--- src/core/tws_pkg.sv ---
package tws_pkg;
  // Status codes, full byte with prescaler bits masked to zero
  localparam logic [7:0] ST_START     = 8'h08;
  localparam logic [7:0] ST_RSTART    = 8'h10;
  localparam logic [7:0] ST_SLA_ACK   = 8'h60;
  localparam logic [7:0] ST_GC_ACK    = 8'h70;
  localparam logic [7:0] ST_DATA_ACK  = 8'h80;
  localparam logic [7:0] ST_DATA_NACK = 8'h88;
  localparam logic [7:0] ST_GCD_ACK   = 8'h90;
  localparam logic [7:0] ST_GCD_NACK  = 8'h98;
  localparam logic [7:0] ST_STOP      = 8'hA0;
  localparam logic [7:0] ST_NOINFO    = 8'hF8;
  localparam logic [7:0] ST_BUSERR    = 8'h00;
  localparam int SC_MSB = 7;
  localparam int SC_LSB = 3;
  localparam int PS_MSB = 1;
  // Register word indices, byte address is four times the index
  localparam int ADR_W = 3;
  localparam logic [2:0] ADR_DATA   = 3'h0;
  localparam logic [2:0] ADR_STATUS = 3'h1;
  localparam logic [2:0] ADR_OWN    = 3'h2;
  localparam logic [2:0] ADR_CTRL   = 3'h3;
  localparam logic [2:0] ADR_IRQST  = 3'h4;
  localparam logic [2:0] ADR_MASK   = 3'h5;
  localparam int WB_AW = 8;
  localparam int WB_DW = 32;
  localparam int REG_W = 8;
  // Control register bits
  localparam int CTRL_FLAG  = 7;
  localparam int CTRL_ACK   = 6;
  localparam int CTRL_START = 5;
  localparam int CTRL_STOP  = 4;
  localparam int CTRL_EN    = 2;
  localparam int GCE_BIT    = 0;
  localparam logic [7:0] GC_ADDR = 8'h00;
  // Interrupt status and mask bits
  localparam int IRQ_W    = 3;
  localparam int IRQ_FLAG = 0;
  localparam int IRQ_ERR  = 1;
  localparam int IRQ_STOP = 2;
  localparam logic [7:0] DATA_RST = 8'h01;
  localparam logic [7:0] OWN_RST  = 8'h02;
  localparam logic [3:0] BYTE_BITS = 4'h8;
  // Bus condition timing
  localparam int CLK_NS  = 5;
  localparam int HOLD_NS = 2500;
  localparam int HOLD_CYC_DEF = (HOLD_NS + CLK_NS - 1) / CLK_NS;
  localparam int CNT_W = 16;
  localparam logic [2:0] LINE_IDLE = 3'h7;
endpackage

--- src/core/tws_if.sv ---
`timescale 1ns/10ps
interface tws_if;
  logic                      wrStb;
  logic                      rdStb;
  logic [tws_pkg::ADR_W-1:0] addr;
  logic [tws_pkg::REG_W-1:0] wdata;
  logic [tws_pkg::REG_W-1:0] rdata;
  logic                      sclIn;
  logic                      sdaIn;
  logic                      sclRise;
  logic                      sclFall;
  logic                      startDet;
  logic                      stopDet;
  modport wbs (output wrStb, rdStb, addr, wdata, input rdata);
  modport lin (output sclIn, sdaIn, sclRise, sclFall, startDet, stopDet);
  modport core (input wrStb, rdStb, addr, wdata, sclIn, sdaIn, sclRise, sclFall,
                input startDet, stopDet, output rdata);
endinterface

--- src/core/tws_line_sync.sv ---
`timescale 1ns/10ps
module tws_line_sync (
  input  wire logic clk,
  input  wire logic resetn,
  input  wire logic sclPin,
  input  wire logic sdaPin,
  tws_if.lin        ln
);
  import tws_pkg::*;
  typedef struct packed {
    logic [2:0] scl;
    logic [2:0] sda;
  } tws_sync_t;
  tws_sync_t r;
  tws_sync_t n;

  // Stage 0 feeds stage 1 only; edges come from stages 1 and 2
  always_comb begin
    n = r;
    n.scl = {r.scl[1:0], sclPin};
    n.sda = {r.sda[1:0], sdaPin};
  end

  always_ff @(posedge clk or negedge resetn) begin
    if (!resetn) begin
      r <= '{scl: LINE_IDLE, sda: LINE_IDLE};
    end else begin
      r <= n;
    end
  end

  assign ln.sclIn    = r.scl[1];
  assign ln.sdaIn    = r.sda[1];
  assign ln.sclRise  = r.scl[1] && !r.scl[2];
  assign ln.sclFall  = !r.scl[1] && r.scl[2];
  assign ln.startDet = r.sda[2] && !r.sda[1] && r.scl[1] && r.scl[2];
  assign ln.stopDet  = !r.sda[2] && r.sda[1] && r.scl[1] && r.scl[2];
endmodule

--- src/core/tws_wb_port.sv ---
`timescale 1ns/10ps
module tws_wb_port (
  input  wire logic                      clk,
  input  wire logic                      resetn,
  input  wire logic                      cyc,
  input  wire logic                      stb,
  input  wire logic                      we,
  input  wire logic [tws_pkg::WB_AW-1:0] adr,
  input  wire logic [3:0]                sel,
  input  wire logic [tws_pkg::WB_DW-1:0] datIn,
  output logic      [tws_pkg::WB_DW-1:0] datOut,
  output logic                           ack,
  tws_if.wbs                             rb
);
  import tws_pkg::*;
  typedef struct packed {
    logic             ackR;
    logic [REG_W-1:0] datR;
  } tws_wbst_t;
  tws_wbst_t r;
  tws_wbst_t n;
  logic      req;
  logic      hit;

  assign req = cyc && stb;
  assign hit = (adr[WB_AW-1:ADR_W+2] == '0);

  // Read data captured as ack rises; unmapped reads give zero
  always_comb begin
    n = r;
    n.ackR = req && !r.ackR;
    if (req && !r.ackR) begin
      n.datR = (hit && !we) ? rb.rdata : '0;
    end
  end

  always_ff @(posedge clk or negedge resetn) begin
    if (!resetn) begin
      r <= '0;
    end else begin
      r <= n;
    end
  end

  // Write lands on the edge where the master sees ack
  assign rb.wrStb = req && we && r.ackR && hit && sel[0];
  assign rb.rdStb = req && !we && !r.ackR && hit;
  assign rb.addr  = adr[ADR_W+1:2];
  assign rb.wdata = datIn[REG_W-1:0];
  assign ack      = r.ackR;
  assign datOut   = {{(WB_DW-REG_W){1'b0}}, r.datR};
endmodule

--- src/core/tws_slave_top.sv ---
`timescale 1ns/10ps
// Overview of operation
// - A general-call data byte answered with NOT ACK reports 0x98, raises the flag, keeps the byte.
// - Leaving an end state goes not addressed; address match needs acknowledge enable set.
// - A begin request left set after an end state sends START once the bus is free.
// - STOP or repeated START while addressed reports 0xA0 and raises the flag.
// - With the flag clear the status field reads the no-information code 0xF8.
// - START or STOP inside a byte or an acknowledge bit is a bus error, code 0x00, flag set.
// - Clearing the flag with end request set after a bus error idles and clears only that bit.
// - Bus error recovery releases both lines and sends no STOP.
// - After a repeated START the master keeps holding the clock low to own the bus.
// - Status byte holds the code in bits 7 to 3 and the prescaler in bits 1 to 0.
// - Own address bit 0 enables general call, bits 7 to 1 hold the slave address.
module tws_slave_top #(
  parameter int HOLD_CYC = tws_pkg::HOLD_CYC_DEF
) (
  input  wire logic                      clk,
  input  wire logic                      resetn,
  input  wire logic                      wb_cyc_i,
  input  wire logic                      wb_stb_i,
  input  wire logic                      wb_we_i,
  input  wire logic [tws_pkg::WB_AW-1:0] wb_adr_i,
  input  wire logic [3:0]                wb_sel_i,
  input  wire logic [tws_pkg::WB_DW-1:0] wb_dat_i,
  output logic      [tws_pkg::WB_DW-1:0] wb_dat_o,
  output logic                           wb_ack_o,
  input  wire logic                      sclI,
  output logic                           sclO,
  output logic                           sclOe,
  input  wire logic                      sdaI,
  output logic                           sdaO,
  output logic                           sdaOe,
  output logic                           irq
);
  import tws_pkg::*;

  typedef enum logic [2:0] {S_IDLE, S_ADDR, S_ADDR_ACK, S_DATA, S_DATA_ACK, S_WAIT} tws_sst_t;
  typedef enum logic [2:0] {M_IDLE, M_START, M_HOLD, M_RS_SDA, M_RS_SCL, M_STP_SDA,
                            M_STP_SCL} tws_mst_t;
  typedef struct packed {
    tws_sst_t         sst;
    tws_sst_t         waitNext;
    tws_mst_t         mst;
    logic [3:0]       bitCnt;
    logic [7:0]       shift;
    logic [7:0]       data;
    logic [4:0]       code;
    logic             flag;
    logic             ackEn;
    logic             startReq;
    logic             stopReq;
    logic             enable;
    logic             gcMatch;
    logic             lastAck;
    logic             rep;
    logic             busy;
    logic             sdaOe;
    logic             sclOe;
    logic [CNT_W-1:0] cnt;
    logic [7:0]       ownAddr;
    logic [PS_MSB:0]  presc;
    logic [IRQ_W-1:0] irqSt;
    logic [IRQ_W-1:0] irqMsk;
  } tws_core_t;

  localparam tws_core_t CORE_RST = '{sst: S_IDLE, waitNext: S_IDLE, mst: M_IDLE,
                                     data: DATA_RST, ownAddr: OWN_RST,
                                     code: ST_NOINFO[SC_MSB:SC_LSB], default: '0};

  tws_if     bus ();
  tws_core_t r;
  tws_core_t n;
  logic      slaveRun;
  logic      holdDone;
  logic      evErr;
  logic      evStop;
  logic      ownHitW;
  logic      gcHitW;
  logic [7:0] statusByte;

  tws_wb_port u_wb (
    .clk    (clk),
    .resetn (resetn),
    .cyc    (wb_cyc_i),
    .stb    (wb_stb_i),
    .we     (wb_we_i),
    .adr    (wb_adr_i),
    .sel    (wb_sel_i),
    .datIn  (wb_dat_i),
    .datOut (wb_dat_o),
    .ack    (wb_ack_o),
    .rb     (bus.wbs)
  );

  tws_line_sync u_sync (
    .clk    (clk),
    .resetn (resetn),
    .sclPin (sclI),
    .sdaPin (sdaI),
    .ln     (bus.lin)
  );

  function automatic logic [4:0] sc(input logic [7:0] st);
    return st[SC_MSB:SC_LSB];
  endfunction

  function automatic logic [7:0] dataCode(input logic gc, input logic ackd);
    if (gc) begin
      return ackd ? ST_GCD_ACK : ST_GCD_NACK;
    end
    return ackd ? ST_DATA_ACK : ST_DATA_NACK;
  endfunction

  // Raise the flag and park the slave until software answers
  function automatic tws_core_t park(input tws_core_t s, input logic [7:0] st,
                                     input tws_sst_t nx);
    tws_core_t t;
    t = s;
    t.flag = 1'b1;
    t.code = sc(st);
    t.sst = S_WAIT;
    t.waitNext = nx;
    return t;
  endfunction

  assign ownHitW = (r.shift[7:1] == r.ownAddr[7:1]) && !r.shift[0];
  assign gcHitW = (r.shift == GC_ADDR) && r.ownAddr[GCE_BIT];
  assign holdDone = (r.cnt == CNT_W'(HOLD_CYC - 1));
  assign statusByte = {(r.flag ? r.code : sc(ST_NOINFO)), 1'b0, r.presc};

  always_comb begin
    n = r;
    evErr = 1'b0;
    evStop = 1'b0;
    slaveRun = r.enable && (r.mst == M_IDLE);
    if (bus.startDet) begin
      n.busy = 1'b1;
    end
    if (bus.stopDet) begin
      n.busy = 1'b0;
    end
    // Software first, so a hardware event in the same cycle wins
    if (bus.wrStb) begin
      unique case (bus.addr)
        ADR_DATA: if (r.flag) n.data = bus.wdata;
        ADR_STATUS: n.presc = bus.wdata[PS_MSB:0];
        ADR_OWN: n.ownAddr = bus.wdata;
        ADR_CTRL: begin
          n.ackEn = bus.wdata[CTRL_ACK];
          n.startReq = bus.wdata[CTRL_START];
          n.stopReq = bus.wdata[CTRL_STOP];
          n.enable = bus.wdata[CTRL_EN];
          if (bus.wdata[CTRL_FLAG]) begin
            n.flag = 1'b0;
          end
          if (bus.wdata[CTRL_FLAG] && bus.wdata[CTRL_STOP] && r.flag &&
              r.code == sc(ST_BUSERR)) begin
            n.stopReq = 1'b0;
            n.sst = S_IDLE;
            n.sdaOe = 1'b0;
            n.sclOe = 1'b0;
          end
        end
        ADR_MASK: n.irqMsk = bus.wdata[IRQ_W-1:0];
        default: ;
      endcase
    end
    if (bus.rdStb && bus.addr == ADR_IRQST) begin
      n.irqSt = '0;
    end

    if (!r.enable) begin
      n.sst = S_IDLE;
      n.mst = M_IDLE;
      n.sdaOe = 1'b0;
      n.sclOe = 1'b0;
    end else if (slaveRun) begin
      unique case (r.sst)
        S_IDLE: begin
          if (bus.startDet) begin
            n.sst = S_ADDR;
            n.bitCnt = '0;
          end
        end
        S_ADDR, S_DATA: begin
          if (bus.sclRise) begin
            n.shift = {r.shift[6:0], bus.sdaIn};
            n.bitCnt = r.bitCnt + 4'h1;
          end
          // The condition's own clock rise is counted, so one sampled bit is still a boundary
          if ((bus.startDet || bus.stopDet) && r.bitCnt > 4'h1) begin
            n = park(n, ST_BUSERR, S_IDLE);
            n.sdaOe = 1'b0;
            n.sclOe = 1'b0;
            evErr = 1'b1;
          end else if (bus.startDet || bus.stopDet) begin
            n.bitCnt = '0;
            if (r.sst == S_DATA) begin
              n = park(n, ST_STOP, bus.startDet ? S_ADDR : S_IDLE);
              evStop = 1'b1;
            end else begin
              n.sst = bus.startDet ? S_ADDR : S_IDLE;
            end
          end else if (bus.sclFall && r.bitCnt == BYTE_BITS) begin
            if (r.sst == S_DATA) begin
              n.lastAck = r.ackEn;
              n.sdaOe = r.ackEn;
              n.sst = S_DATA_ACK;
            end else if (r.ackEn && (ownHitW || gcHitW)) begin
              n.gcMatch = gcHitW;
              n.sdaOe = 1'b1;
              n.sst = S_ADDR_ACK;
            end else begin
              n.sst = S_IDLE;
            end
          end
        end
        S_ADDR_ACK, S_DATA_ACK: begin
          if (bus.startDet || bus.stopDet) begin
            n = park(n, ST_BUSERR, S_IDLE);
            n.sdaOe = 1'b0;
            n.sclOe = 1'b0;
            evErr = 1'b1;
          end else if (bus.sclFall) begin
            n.sdaOe = 1'b0;
            if (r.sst == S_ADDR_ACK) begin
              n = park(n, r.gcMatch ? ST_GC_ACK : ST_SLA_ACK, S_DATA);
            end else begin
              n.data = r.shift;
              n = park(n, dataCode(r.gcMatch, r.lastAck), r.lastAck ? S_DATA : S_IDLE);
            end
          end
        end
        S_WAIT: begin
          if (r.flag) begin
            // Stretch only once the master has pulled the clock low itself
            if (r.code != sc(ST_BUSERR) && !bus.sclIn) begin
              n.sclOe = 1'b1;
            end
          end else begin
            n.sclOe = 1'b0;
            n.sst = r.waitNext;
            n.bitCnt = '0;
          end
        end
        default: n.sst = S_IDLE;
      endcase
    end

    if (r.enable) begin
      n.cnt = (r.mst == M_IDLE || r.mst == M_HOLD || holdDone) ? '0 : r.cnt + 16'h0001;
      unique case (r.mst)
        M_IDLE: begin
          if (r.startReq && !r.busy && !r.flag && r.sst == S_IDLE && !bus.startDet) begin
            n.mst = M_START;
            n.sdaOe = 1'b1;
            n.rep = 1'b0;
          end
        end
        M_START: begin
          if (holdDone) begin
            n.sclOe = 1'b1;
            n.flag = 1'b1;
            n.code = sc(r.rep ? ST_RSTART : ST_START);
            n.mst = M_HOLD;
          end
        end
        M_HOLD: begin
          n.sclOe = 1'b1;
          if (!r.flag && r.stopReq) begin
            n.sdaOe = 1'b1;
            n.mst = M_STP_SDA;
          end else if (!r.flag && r.startReq) begin
            n.sdaOe = 1'b0;
            n.mst = M_RS_SDA;
          end
        end
        M_RS_SDA: if (holdDone) begin
          n.sclOe = 1'b0;
          n.mst = M_RS_SCL;
        end
        M_RS_SCL: if (holdDone) begin
          n.sdaOe = 1'b1;
          n.rep = 1'b1;
          n.mst = M_START;
        end
        M_STP_SDA: if (holdDone) begin
          n.sclOe = 1'b0;
          n.mst = M_STP_SCL;
        end
        M_STP_SCL: if (holdDone) begin
          n.sdaOe = 1'b0;
          n.stopReq = 1'b0;
          n.mst = M_IDLE;
        end
        default: n.mst = M_IDLE;
      endcase
    end
    n.irqSt[IRQ_FLAG] = n.irqSt[IRQ_FLAG] | (n.flag & !r.flag);
    n.irqSt[IRQ_ERR] = n.irqSt[IRQ_ERR] | evErr;
    n.irqSt[IRQ_STOP] = n.irqSt[IRQ_STOP] | evStop;
  end

  always_ff @(posedge clk or negedge resetn) begin
    if (!resetn) begin
      r <= CORE_RST;
    end else begin
      r <= n;
    end
  end

  always_comb begin
    unique case (bus.addr)
      ADR_DATA: bus.rdata = r.data;
      ADR_STATUS: bus.rdata = statusByte;
      ADR_OWN: bus.rdata = r.ownAddr;
      ADR_CTRL: bus.rdata = {r.flag, r.ackEn, r.startReq, r.stopReq, 1'b0, r.enable, 2'h0};
      ADR_IRQST: bus.rdata = {{(REG_W-IRQ_W){1'b0}}, r.irqSt};
      ADR_MASK: bus.rdata = {{(REG_W-IRQ_W){1'b0}}, r.irqMsk};
      default: bus.rdata = '0;
    endcase
  end

  assign sclO = 1'b0;
  assign sdaO = 1'b0;
  assign sclOe = r.sclOe;
  assign sdaOe = r.sdaOe;
  assign irq = |(r.irqSt & r.irqMsk);
endmodule

--- config.mk ---
export PLATFORM = sky130hd
export DESIGN_NAME = tws_slave_top
export DESIGN_NICKNAME = d
export VERILOG_FILES = /design/src/core/tws_pkg.sv /design/src/core/tws_if.sv /design/src/core/tws_line_sync.sv /design/src/core/tws_wb_port.sv /design/src/core/tws_slave_top.sv
export SDC_FILE = /design/constraint.sdc
export NUM_CORES = 1
export LEC_CHECK = 0
export BUFFER_PORTS_ARGS = -buffer_cell sky130_fd_sc_hd__buf_2
export CORE_MARGIN = 4
export CORE_UTILIZATION = 40
export DETAILED_ROUTE_END_ITERATION = 16
export HOLD_SLACK_MARGIN = 0.03
export SYNTH_ARGS = -nofsm -noshare
export SYNTH_HDL_FRONTEND = slang
export SYNTH_SLANG_ARGS = --single-unit
export TNS_END_PERCENT = 50
--- constraint.sdc ---
create_clock -name clk -period 7.2 [get_ports clk]
set_clock_uncertainty 0.2 [all_clocks]
set_input_delay 1.8 -clock clk [delete_from_list [all_inputs] [get_ports clk]]
set_output_delay 1.8 -clock clk [all_outputs]
set_load 0.05 [all_outputs]
# Word level (Yosys, flattened, before mapping)
# Index checks and enable logic that the tools add are counted.
# word_totals
output_inout_bits	38
elab_cells	264
in_bits	51
ff_bits	92
# op_classes
n_addsub	2
reduce_logical	70
n_lt_le_gt_ge	1
bitwise_logic	7
n_mux	130
n_eq_ne	27
# ops
op	count
two-way mux 74 bit	6
two-way mux 77 bit	4
two-way mux 73 bit	1
two-way mux 3 bit	23
case mux 32 bit (2 select lines)	1
case mux 31 bit (2 select lines)	1
two-way mux 8 bit	7
two-way mux 12 bit	4
case mux 8 bit (6 select lines)	1
two-way mux 1 bit	44
two-way mux 36 bit	1
logical AND 1 bit	35
two-way mux 33 bit	1
two-way mux 32 bit	1
two-way mux 5 bit	5
two-way mux 22 bit	1
equality test 3 bit (second input constant)	7
case mux 3 bit (7 select lines)	1
two-way mux 2 bit	10
equality test 3 x 2 -> 1 bit (second input constant)	6
two-way mux 18 bit	1
two-way mux 6 bit	3
adder 16 x 1 -> 16 bit (second input constant)	1
equality test 16 x 9 -> 1 bit (second input constant)	1
35 further kinds	71

# Longest topological paths before layout
# Gate-level depths: netlist of the first run.
# depth
word_depth	22
ltp_mapped	8
depth_no_buf	8

# By module
# Synthesis of the first run repeated with hierarchy kept, for this count alone.
# unflattened
cells_unflattened	592
area_unflattened_um2	5459.0
# modules_own_cells
mod	area_per_inst_um2	seq_area_each_um2	cells_per_inst	n_inst
tws_slave_top	4575.6	1910.6	512	1
tws_wb_port	693.2	225.2	70	1
tws_line_sync	190.2	157.7	10	1

# Least setup slack after synthesis of the first run
# Ideal clock, no wire load.
# synth_timing
path_kind	input to register
from	input wb_adr_i[6] (netlist bit)
to	register r, in the netlist sdaOe
n_path_buf	0
t_arrival_ps	3307
t_required_ps	6876
setup_time_ps	124
setup_slack_ps	3569
cell_stages	6
cell_sequence	or3_4 -> nor4_4 -> nand3_4 -> o311a_1 -> o21a_1 -> o31a_1
# synth_rtl
item	line	text
start, declared	tws_slave_top.sv:22	input wire logic [tws_pkg::WB_AW-1:0] wb_adr_i,
end signal, assigned	tws_slave_top.sv:308	r <= n;
end, declared	tws_slave_top.sv:71	tws_core_t r;

==> flow_results.org, run 1 <==
** Outcome
- The run finished with clean final reports.

** Synth
- Portion of synthesized cell area occupied by the leading cell type :: 37.3%
- Among all flip-flop cells after synthesis, the most frequent one is sky130_fd_sc_hd__dfrtp_1.
- Summing the areas of all xor and xnor instances in the mapped netlist gives 4.18% of the synthesized area.
- Top cells by area in the synthesized netlist :: sky130_fd_sc_hd__dfrtp_1 (37%), sky130_fd_sc_hd__dfstp_2 (6.5%), sky130_fd_sc_hd__mux2_2 (5.6%)
- Counting every instance in the synthesized netlist gives 528.
- Area fraction in compound gates after synthesis :: 13.7%
- Synthesized flop and latch total :: 91
- Multiplexer area fraction after synthesis :: 10.6%
- Summing the areas of all fa, ha and maj instances in the mapped netlist gives 1.19% of the synthesized area.
- Cell Area, Synth :: 0.00524 sq mm
- Each instance of the synthesized netlist takes up on average 9.92 sq um.
- Largest area contributor in the netlist :: sky130_fd_sc_hd__dfrtp_1
- Counting instances in the post-synthesis netlist gives the leading cell types as sky130_fd_sc_hd__dfrtp_1 (78), sky130_fd_sc_hd__nor2_1 (45), sky130_fd_sc_hd__nand2_1 (42).
- Register area share after synthesis :: 43.8%
- Number of flops mapped to enable cells by yosys :: 0
- Yosys printed 0 warnings.
- After synthesis, the share of flip-flops with an asynchronous set or reset is 100%.
- The synthesized netlist devotes 19.7% of its cell area to simple gates.
- Library cells used by synthesis :: 70
- After synthesis, the largest family of logic cells by area is simple AND/OR/NAND/NOR gates.
- In the post-synthesis netlist, the cell with the most instances is sky130_fd_sc_hd__dfrtp_1.

** Placed design
- Quantity of I/O buffers inserted on ports :: 33
- Estimated wirelength of the detail-placed design :: 8.94 mm
- Routability congestion estimate :: 0.896
- In this run, placement finished with an instance count of 709.

** Floorplanning
- The die covers 0.0150 sq mm.
- The die is 122 microns wide.
- Measured along the y axis, the die boundary spans 122 microns.
- Starting utilization of the core area :: 41.2%
- The region available for standard cell placement spans 0.0127 sq mm.
- In this run the count of I/O pins placed on the die edge is 89.
- After floorplanning, the core was divided into 41 placement rows.

** STA
- Total of endpoints with negative setup slack in the final report :: 0
- Headroom to the max-slew limit came out at 48.4%.
- Worst slew pin tran :: 0.767 ns
- Slew Viols, Final :: 0
- The hold violation count in the final report was 0.
- In the final timing run, aggregate negative setup slack is 0 ns.
- Based on the critical path, the design can be clocked at up to 271 MHz.
- The worst path needs 3.69 ns of the cycle, external delays included.
- Setup repair after global routing left no endpoint under its margin.
- Final Cycle Share :: 51.2%

** Pwr
- IR analysis of the VDD net gives a maximum drop of 0.0996 mV.
- After layout, the design draws a total of 0.00112 W.
- Power density cells :: 196 mW/mm^2
- Leak pwr :: 2.59 nW

** Layout
- Cells fill 45.2% of the core in the end.
- Leaving out filler cells and counting taps, the final layout contains 725.
- Compared with the post-synthesis result, the final layout area differs by 9.72%.
- Layout net count :: 604
- The repair_antennas step left the layout with diodes totalling 0.
- Cells with a size suffix above 1 make up 19.3% of the layout.

** Worst setup path
- The critical path goes through buf_2, or3_4, nor4_4, nand3_4, o311a_1, o21a_1, o31a_1.
- Worst setup path endpoint :: sdaOe
- On the critical path the largest part of the delay comes from simple AND/OR/NAND/NOR gates.
- The number of buffers and inverters on the critical path is 1.
- Critical path launch point type :: input port
- Critical path type :: input port to flop
- The startpoint identified for the worst register-to-register timing path is r[64].
- STA puts the critical path data arrival time at 3.71 ns.
- Largest stage delay on the critical path :: 0.61 ns
- Worst reg2reg endpoint :: r[46]
- The worst setup path is captured at a flop.
- Along the worst path, the maximum fanout reaches 7.
- The critical path starts at wb_adr_i[6].
- Slowest-stage cell, CP :: sky130_fd_sc_hd__nor4_4
- Depth of the worst register-to-register path :: 8
- Setup slack of the most critical reg-to-reg path :: 4.49 ns
- Counting buffers and inverters, the worst setup path is 7 cells deep.
- Required time of the critical path :: 7.23 ns

** Detailed routing
- The first routing iteration left 317 violations.
- In this run the remaining antenna-violating nets after routing total 0.
- Via count :: 3,937
- In the final routed layout, each cell accounts on average for 17.0 microns.
- Vias per std cell :: 5.43
- For this run, design rule violations remaining after detail routing come to 0.
- The first detailed-routing pass took 5 iterations.
- Total Routed Length :: 12.3 mm

** Clocking
- The number of gates resized after CTS was 0.
- Post-CTS repair timing setup buffer count :: 0
- Count of hold-fix buffers inserted at cts :: 0
- The H-tree was split into 3 levels.
- Number of buffers inserted during clock tree synthesis :: 9
- In this run the clock root is driven by a sky130_fd_sc_hd__clkbuf_16.
- Number of clock sinks :: 91
- Post-CTS clock slew at the launch and capture registers of the worst setup and hold paths :: 0.06 ns
- The clock reaches the later pin of the worst-skew pair after 0.35 ns.
- Bufs on Longest Clock Path :: 2
- TritonCTS clock tree :: built

** Flow run
- Across the run, the number of max-cap violations was 0.

** GRT
- Total grt overflow :: 0
- Antenna violations before repair :: 0
- Number of global-route vias before repair :: 3,865
- Wire length of the first global-routing pass :: 20.0 mm
- Global routing consumed, over all layers together, 17.1% of the routing resources.
- Entering global routing, the biggest net connects 63 pins.

** Min path
- In this run the worst hold path is classified as flop to flop.
- The worst hold path was traced through 0 stages.
-- layout make-up --
class                   instances  area (sq um)
well taps                     172           215
flip-flops and latches         91          2290
clock buffers                  10           229
inverters                      12          45.0
multi-input cells             399          2690
repair buffers                 35           183
fillers                      1239          6980
clock inverters                 6          95.1
-- power breakdown --
group | total [W] | leakage, nW | switching (W) | internal (W)
clock network | 0.000516 | 0.151 | 0.000208 | 0.000308
registers | 0.000525 | 1.17 | 0.00000658 | 0.000519
logic | 0.0000821 | 1.27 | 0.0000642 | 0.0000178
total | 0.00112 | 2.59 | 0.000279 | 0.000844
-- logic make-up after synthesis --
logic type	count (synthesis)
and+or+nand+nor	187
AOI/OAI and AO/OA	110
DFF	91
buffers and inverters	63
muxes	46
xor gates and xnor gates	25
adders and majority gates	5
other	1
-- cells in the final DEF, fill, tap and decap left out, types with 7 or more instances in the layout --
master                      netlist  layout
sky130_fd_sc_hd__xor2_1          20      20
sky130_fd_sc_hd__a21oi_1         31      31
sky130_fd_sc_hd__conb_1           1      26
sky130_fd_sc_hd__o21ai_0         28      28
sky130_fd_sc_hd__mux2i_1         15      15
sky130_fd_sc_hd__dfrtp_1         78      78
sky130_fd_sc_hd__clkbuf_16        0       9
sky130_fd_sc_hd__nor3_1          10      10
sky130_fd_sc_hd__and3_1           9       9
sky130_fd_sc_hd__nand3_1         16      16
sky130_fd_sc_hd__nor2_1          45      45
sky130_fd_sc_hd__inv_1           12      12
sky130_fd_sc_hd__dfstp_2         13      13
sky130_fd_sc_hd__mux2_2          26      26
sky130_fd_sc_hd__nand2b_1         8       8
sky130_fd_sc_hd__buf_2            8      32
sky130_fd_sc_hd__nand2_1         42      42
sky130_fd_sc_hd__nor2b_1         10      10
sky130_fd_sc_hd__a31oi_1          7       7
-- worst min-delay path by stage --
stage	from	endpoint
final	u_sync.n[4]	u_sync.ln.sclIn
after floorplan	u_sync.n[4]	u_sync.ln.sclIn
after global placement	u_sync.n[1]	u_sync.ln.sdaIn
after CTS	u_sync.n[4]	u_sync.ln.sclIn
after detailed placement	u_sync.n[4]	u_sync.ln.sclIn
after global routing	u_sync.n[4]	u_sync.ln.sclIn
-- layer usage --
layer  GRT usage (%)  vias to the layer above  share of wire [%]  routed length (microns)
met5               0                        -                  0                        0
met4            3.92                        0                1.1                      133
met2            27.3                      117                 46                     5690
met3            4.15                        9                5.6                      695
met1            23.6                     1927                 47                     5810
li1                -                     1884                  -                        -
-- per-stage QoR --
step                worst slack, ns  area, sq um  hold slack, ns
floorplan                      3.57         5330           0.145
global placement               3.15         5420           0.148
finish                         3.51         5750           0.157
detailed placement             3.16         5420           0.150
global route                   3.42         5750           0.162
CTS                            3.51         5750           0.159
-- state kept, by name, summed over array words and instances, names as in the netlist --
register / cells
u_sync.ln.sclIn: 1
u_sync.r: 2
u_sync.ln.sdaIn: 1
sdaOe: 1
u_sync.n: 2
u_wb.datOut: 8
r: 74
u_wb.ack: 1
sclOe: 1
Power figures use the tool's default switching activity.
==> run 2, diff against run 1 <==
Clock period 7.2 ns to 3.7 ns, I/O delays scaled along.
==> flow_results.org, run 2 (same netlist as run 1, synthesis figures left out) <==
** Layout
- Synthesis-to-layout area growth :: 10.6%
- Layout net count :: 607 (+0.50%)
- Commonest cells after routing, fill and taps aside :: sky130_fd_sc_hd__dfrtp_1 (78), sky130_fd_sc_hd__nor2_1 (45), sky130_fd_sc_hd__nand2_1 (42)
- Ranked by flip-flop count, first place goes to r.
- The number of diodes added for antenna fixing came to 0 (unchanged).
- Fillcell total :: 1,275 (+2.9%)
- The sequential cell area was 0.00229 sq mm (unchanged).
- The combined area of the multi-input logic cells came to 0.00269 sq mm (unchanged).
- The final cell count without fillers came to 728 (+0.41%).
- The share of cells above drive strength 1 came to 20.0% (+0.62 points).
- Leaving out fill and tap cells, the most frequent cell in the layout is sky130_fd_sc_hd__dfrtp_1.
- Max reg flops :: 74 (unchanged)

** Pwr
- The net switching share of the total power is 25.6% (+0.80 points).
- Maximum vdd drop :: 0.167 mV (+68%)
- Clock share of power :: 46.6% (+0.6 points)
- Internal Dissipation :: 0.00165 W (+95%)
- Power density cells :: 383 mW/mm^2 (+96%)
- The total power after layout is 0.00222 W (+97%).
- The net switching power figure is 0.000569 W (+100%).
- Sequential Power Share :: 46.1% (-0.6 points)
- The leakage power summed over all cells was 2.62 nW (+1.1%).
- The combinational power share is 7.3% (about the same).

** STA
- Final number of hold-violating endpoints :: 0 (unchanged)
- Slew Viols, Final :: 0 (unchanged)
- Fmax :: 358 MHz
- The post-route setup TNS is 0 ns (unchanged).
- The worst path uses 75.5% of the clock period.
- Relative slew slack :: 50.1% (+1.7 points)
- The worst hold slack is 0.156 ns (-0.00113 ns).
- Clock period minus final worst setup slack :: 2.79 ns
- The measured slew at the worst slew-check pin came to 0.742 ns (-0.0250 ns).
- The setup-violating endpoint count in the final report came to 0 (unchanged).
- Unrepaired setup endpoints after global routing :: false

** Floorplanning
- The row count came to 41 (unchanged).
- Die outline area :: 0.0150 sq mm (unchanged)
- Height of the chip :: 122 microns (unchanged)
- The I/O pin count was 89 (unchanged).
- The initial standard-cell utilization of the core was 41.2% (unchanged).
- DIE WIDTH :: 122 microns (unchanged)
- The core footprint came to 0.0127 sq mm (unchanged).

** Clocking
- Cells resized by post-CTS repair :: 0 (unchanged)
- The number of buffers on the longest clock path is 2 (unchanged).
- The number of sinks handled by clock tree synthesis is 91 (unchanged).
- TritonCTS built the clock tree.
- The number of buffers created by CTS is 9 (unchanged).
- Post-CTS repair timing setup buffer count :: 0 (unchanged)
- The clock latency of the later-clocked register in the worst-skew pair came to 0.35 ns (about the same).
- Post-CTS clock slew at the launch and capture registers of the worst setup and hold paths :: 0.07 ns (about the same)
- The count of hold buffers inserted by post-cts repair came to 0 (unchanged).
- Clock root buffer :: sky130_fd_sc_hd__clkbuf_16
- The H-tree depth is 3 (unchanged).

** Worst setup path
- Critical path launch point type :: input port
- The endpoint arrival time on the critical path was 2.79 ns (-0.92 ns).
- The setup path with the least slack is of type input port to flop.
- The data required time of the worst path came to 3.69 ns (-3.54 ns).
- Critical path endpoint category :: flop
- Beginning of the worst register-to-register path :: r[64]
- Worst setup startpoint :: wb_adr_i[6]
- The largest driver fanout on the critical path is 8 (+1).

** GRT
- The global-route usage over all layers was 17.1% (about the same).
- Wire length of the first global-routing pass :: 20.2 mm (+0.93%)
- Largest net degree at the start of global routing :: 49 (-22%)
- The number of global-route vias before repair was 3,868 (+0.078%).
- The number of antenna violations at the first check in global routing was 0 (unchanged).
- Total grt overflow :: 0 (unchanged)

** Detailed routing
- The via count normalized by instance count came to 5.42 (-0.13%).
- The detailed-route via count is 3,948 (+0.28%).
- The aggregate routed wire length came to 12.4 mm (+0.77%).
- Violation count after the first detailed-routing iteration :: 317 (unchanged)
- The average wire per cell in the routed design was 17.1 microns (+0.36%).
- The count of nets left with antenna violations after detail routing came to 0 (unchanged).
- Number of detailed-routing iterations run before antenna repair :: 5 (unchanged)
- DRC errors left :: 0 (unchanged)

** Placed design
- The placed wire-length estimate is 8.99 mm (+0.53%).
- Routability congestion estimate :: 0.943 (+5.2%)
- The total of buffers placed on input and output ports came to 33 (unchanged).
- Cell Count Post-Placement :: 712 (+0.42%)

** Flow run
- The max-capacitance violation count came to 0 (unchanged).

** Outcome
- Outcome :: complete, no violations

** Min path
- The worst hold path begins at u_sync.n[1].
- Type of the worst min-delay path :: flop to flop
-- run 2: cell types whose count changed in the layout (fill, tap and decap cells not counted), sizes merged --
cell | before | now
clkinv | 0 | 2
clkbuf | 10 | 9
clkinvlp | 2 | 1
buf | 35 | 38
-- run 2: through the flow --
stage	utilization, %	area, sq um	setup WS (ns)
after floorplan	-	5330	0.944
after CTS	45.5	5790	0.922
final	45.5	5790	0.906
after global routing	45.5	5790	0.796
after global placement	42.9	5460	0.574
after detailed placement	42.9	5460	0.558
-- run 2: worst paths after layout --
check | endpoint | slack (ns) | cells past startpoint
setup / recovery | r[52] | 0.91 | 6
hold / removal | u_sync.ln.sdaIn | 0.16 | 0
setup reg to reg | sdaOe | 1.03 | 8
hold reg to reg | u_sync.ln.sdaIn | 0.16 | 0
max in group asynchronous | r[47] | 2.22 | 2
min in group asynchronous | r[63] | 0.37 | 1
-- run 2: routing by layer --
metal / vias up / global-route usage [%] / part of all wire [%] / wire length (microns)
met5: - / 0 / 0 / 0
met4: 0 / 4.83 / 1.2 / 146
met3: 12 / 3.64 / 6.3 / 779
met2: 146 / 27.0 / 45 / 5640
met1: 1899 / 23.8 / 47 / 5860
li1: 1891 / - / - / -
-- run 2: area by class of cell --
class / count / area share, %
Multi-Input combinational cell: 399 / 46.4
Sequential cell: 91 / 39.6
Clock buffer: 9 / 3.89
Timing Repair Buffer: 38 / 3.76
Tap cell: 172 / 3.71
Clock inverter: 7 / 1.90
Inverter: 12 / 0.778
-- run 2: power by group through the flow --
stage / clock network (W) / registers (W) / logic (W)
2_1_floorplan: 0 / 0.00104 / 0.000130
3_3_place_gp: 0 / 0.00104 / 0.000161
3_5_place_dp: 0 / 0.00104 / 0.000162
4_1_cts: 0.00106 / 0.00102 / 0.000163
5_1_grt: 0.00110 / 0.00102 / 0.000176
6_report: 0.00103 / 0.00102 / 0.000162
-- run 2: worst max-delay path, cell delays in order --
cell and delay (ns):
sky130_fd_sc_hd__buf_2 0.09, sky130_fd_sc_hd__or3_4 0.42, sky130_fd_sc_hd__nor3_1 0.40, sky130_fd_sc_hd__and4b_1 0.61, sky130_fd_sc_hd__mux2i_1 0.25, sky130_fd_sc_hd__a21oi_1 0.09
==> run 3, diff against run 2 <==
Clock period 3.7 ns to 2.6 ns, I/O delays scaled along.
==> flow_results.org, run 3 (same netlist as run 1, synthesis figures left out) <==
** Floorplanning
- The core footprint was 0.0127 sq mm (unchanged).
- Count of standard-cell rows :: 41 (unchanged)
- Starting utilization of the core area :: 41.2% (unchanged)
- The I/O pin count is 89 (unchanged).
- Die outline area :: 0.0150 sq mm (unchanged)
- Height of the chip :: 122 microns (unchanged)
- DIE WIDTH :: 122 microns (unchanged)

** Worst setup path
- The largest driver fanout on the critical path is 4 (-4).
- The worst setup path is captured at a flop.
- The endpoint arrival time on the critical path was 2.55 ns (-0.24 ns).
- Worst reg2reg endpoint :: r[72]
- Critical path type :: flop to flop
- Buffers & Inverters on Critical Path :: 1 (unchanged)
- The data required time of the worst path was 2.64 ns (-1.05 ns).
- Critical path launch point type :: flop
- The register-to-register setup slack came to 0.08 ns (-0.95 ns).
- In this run the critical register-to-register path is launched from r[65].
- The critical path's largest stage delay came to 0.37 ns (-0.24 ns).
- The depth of the worst register-to-register path was 7 (-1).
- Chain of cells forming the critical path :: inv_1, ha_1, or2_2, a211o_1, o221ai_1, nor3b_4, mux2_2
- In this design, the largest share of critical-path delay is due to simple AND/OR/NAND/NOR gates.
- Slowest-stage cell, CP :: sky130_fd_sc_hd__mux2_2

** STA
- The worst path uses 96.9% of the clock period.
- The worst-case headroom to the max-slew limit was 61.7% (+12 points).
- Final total negative setup slack :: 0 ns (unchanged)
- Final number of hold-violating endpoints :: 0 (unchanged)
- Slew Viols, Final :: 0 (unchanged)
- Worst slew pin tran :: 0.569 ns (-0.173 ns)
- Timing would allow up to 397 MHz.
- Setup repair after global routing could not meet its margin everywhere.
- Clock period minus final worst setup slack :: 2.52 ns
- Total of endpoints with negative setup slack in the final report :: 0 (unchanged)

** Placed design
- The placer congestion estimate was 0.894 (-5.2%).
- Cell Count Post-Placement :: 745 (+4.6%)
- Estimated wirelength of the detail-placed design :: 9.65 mm (+7.3%)
- The total of buffers placed on input and output ports was 33 (unchanged).

** Detailed routing
- The aggregate routed wire length was 12.8 mm (+2.8%).
- The DRC violations left is 0 (unchanged).
- The initial DRC count is 315 (-0.63%).
- Vias per std cell :: 5.33 (-1.6%)
- Number of detailed-routing iterations run before antenna repair :: 4 (-1)
- The detailed-route via count is 4,081 (+3.4%).
- The average wire per cell in the routed design was 16.7 microns (-2.2%).
- ANT nets after route :: 0 (unchanged)

** Pwr
- Leak pwr :: 2.81 nW (+7.1%)
- Internal Dissipation :: 0.00235 W (+43%)
- The combinational power share came to 7.7% (+0.4 points).
- Clock share of power :: 46.0% (-0.6 points)
- The largest vdd supply drop came to 0.355 mV (+110%).
- The power per cell area was 515 mW/mm^2 (+34%).
- The net switching power figure was 0.000786 W (+38%).
- Sw Ratio :: 25.0% (-0.60 points)
- The sequential cell fraction of total power is 46.4% (+0.3 points).

** Clocking
- The clock edge transition at the registers on the reported setup and hold paths is 0.07 ns (about the same).
- The number of buffers on the longest clock path was 2 (unchanged).
- The H-tree depth came to 3 (unchanged).
- TritonCTS clock tree :: built
- The number of sinks handled by clock tree synthesis was 91 (unchanged).
- In this run the clock root is driven by a sky130_fd_sc_hd__clkbuf_16.
- The clock latency of the later-clocked register in the worst-skew pair was 0.35 ns (about the same).
- The number of buffers created by CTS is 9 (unchanged).

** Min path
- Worst hold path cell count :: 0 (unchanged)
- Worst Min Path Start :: u_sync.n[1]
- Type of the worst min-delay path :: flop to flop
- For hold timing, the worst endpoint is u_sync.ln.sdaIn.

** GRT
- The maximum number of pins on one net before global-route repair is 67 (+37%).
- Number of global-route vias before repair :: 4,027 (+4.1%)
- The global-route usage over all layers came to 18.0% (+0.90 points).
- The number of antenna violations at the first check in global routing was 0 (unchanged).
- The wire length of the first global-routing pass came to 20.8 mm (+2.9%).
- Total grt overflow :: 0 (unchanged)

** Layout
- Max reg flops :: 74 (unchanged)
- The final net count was 644 (+6.1%).
- The share of cells above drive strength 1 was 24.8% (+4.8 points).
- Number of standard cells in the layout, taps in and fillers out :: 765 (+5.1%)
- Ranked by flip-flop count, first place goes to r.
- Relative to the synthesized area, the layout overhead comes to 16.3%.
- Commonest cells after routing, fill and taps aside :: sky130_fd_sc_hd__dfrtp_1 (78), sky130_fd_sc_hd__nor2_1 (45), sky130_fd_sc_hd__nand2_1 (42)
- The number of diodes added for antenna fixing came to 0 (unchanged).
- Most frequent standard cell in the layout excluding fill and tap cells :: sky130_fd_sc_hd__dfrtp_1

** Flow run
- The max-capacitance violation count came to 0 (unchanged).

** Outcome
- The flow ran to the end, and the final reports show no timing, DRC or antenna violations.
run 3: through the flow:
step / hold WS (ns) / power (W) / util [%] / cell area [sq um] / worst slack, ns
final: 0.155 / 0.00314 / 47.9 / 6090 / 0.0810
after global routing: 0.159 / 0.00327 / 47.9 / 6090 / -0.0184
after CTS: 0.157 / 0.00318 / 47.7 / 6070 / 0.0338
after detailed placement: 0.148 / 0.00172 / 45.0 / 5730 / 0.0177
after global placement: 0.147 / 0.00172 / 45.0 / 5730 / 0.00239
after floorplan: 0.145 / 0.00167 / - / 5330 / 0.119
run 3: final cells by class:
type / instances / area [sq um]
fill: 1244 / 6630
clock inverter: 6 / 96.3
sequential: 91 / 2290
tap: 172 / 215
multi-input combinational: 399 / 2690
inverter: 12 / 45.0
timing repair buffer: 75 / 523
clock buffer: 10 / 229
run 3: per-layer routing:
layer  global-route usage (%)  routed length [microns]  vias to the layer above
met5                        0                        0                        -
met1                     24.2                     5790                     1987
li1                         -                        -                     1973
met3                     4.19                      688                       10
met2                     29.1                     6140                      111
met4                     5.11                      157                        0
run 3: how the worst max path moves through the flow:
stage                     start    end  slack (ns)  cells after the start
finish                    r[65]  r[72]        0.08                      7
global route              r[65]  r[46]       -0.02                      8
CTS                       r[64]  r[72]        0.03                      7
detailed placement  wb_adr_i[6]  r[39]        0.02                      7
global placement    wb_adr_i[6]  r[39]       0.002                      7
floorplan           wb_adr_i[6]  sdaOe        0.12                      6
run 3: power by group through the flow:
| stage | logic, W | registers [W] | clock network (W) |
|---|---|---|---|
| 6_report | 0.000240 | 0.00145 | 0.00144 |
| 5_1_grt | 0.000263 | 0.00146 | 0.00155 |
| 4_1_cts | 0.000242 | 0.00145 | 0.00148 |
| 3_5_place_dp | 0.000240 | 0.00148 | 0 |
| 3_3_place_gp | 0.000238 | 0.00148 | 0 |
| 2_1_floorplan | 0.000185 | 0.00148 | 0 |
run 3: worst reg2reg max path, cell delays in order, from the launching register on:
cell and delay [ns]:
sky130_fd_sc_hd__dfrtp_1 0.35, sky130_fd_sc_hd__inv_1 0.08, sky130_fd_sc_hd__ha_1 0.17, sky130_fd_sc_hd__or2_2 0.33, sky130_fd_sc_hd__a211o_1 0.33, sky130_fd_sc_hd__o221ai_1 0.24, sky130_fd_sc_hd__nor3b_4 0.33, sky130_fd_sc_hd__mux2_2 0.37
run 3: what timing repair did:
item | in CTS | in global routing
hold buffers | 1 | 0
resized for setup | 0 | 2
buffers inserted | 0 | 3
setup endpoints to repair | 0 | 6
endpoints found under the hold margin | 23 | 0
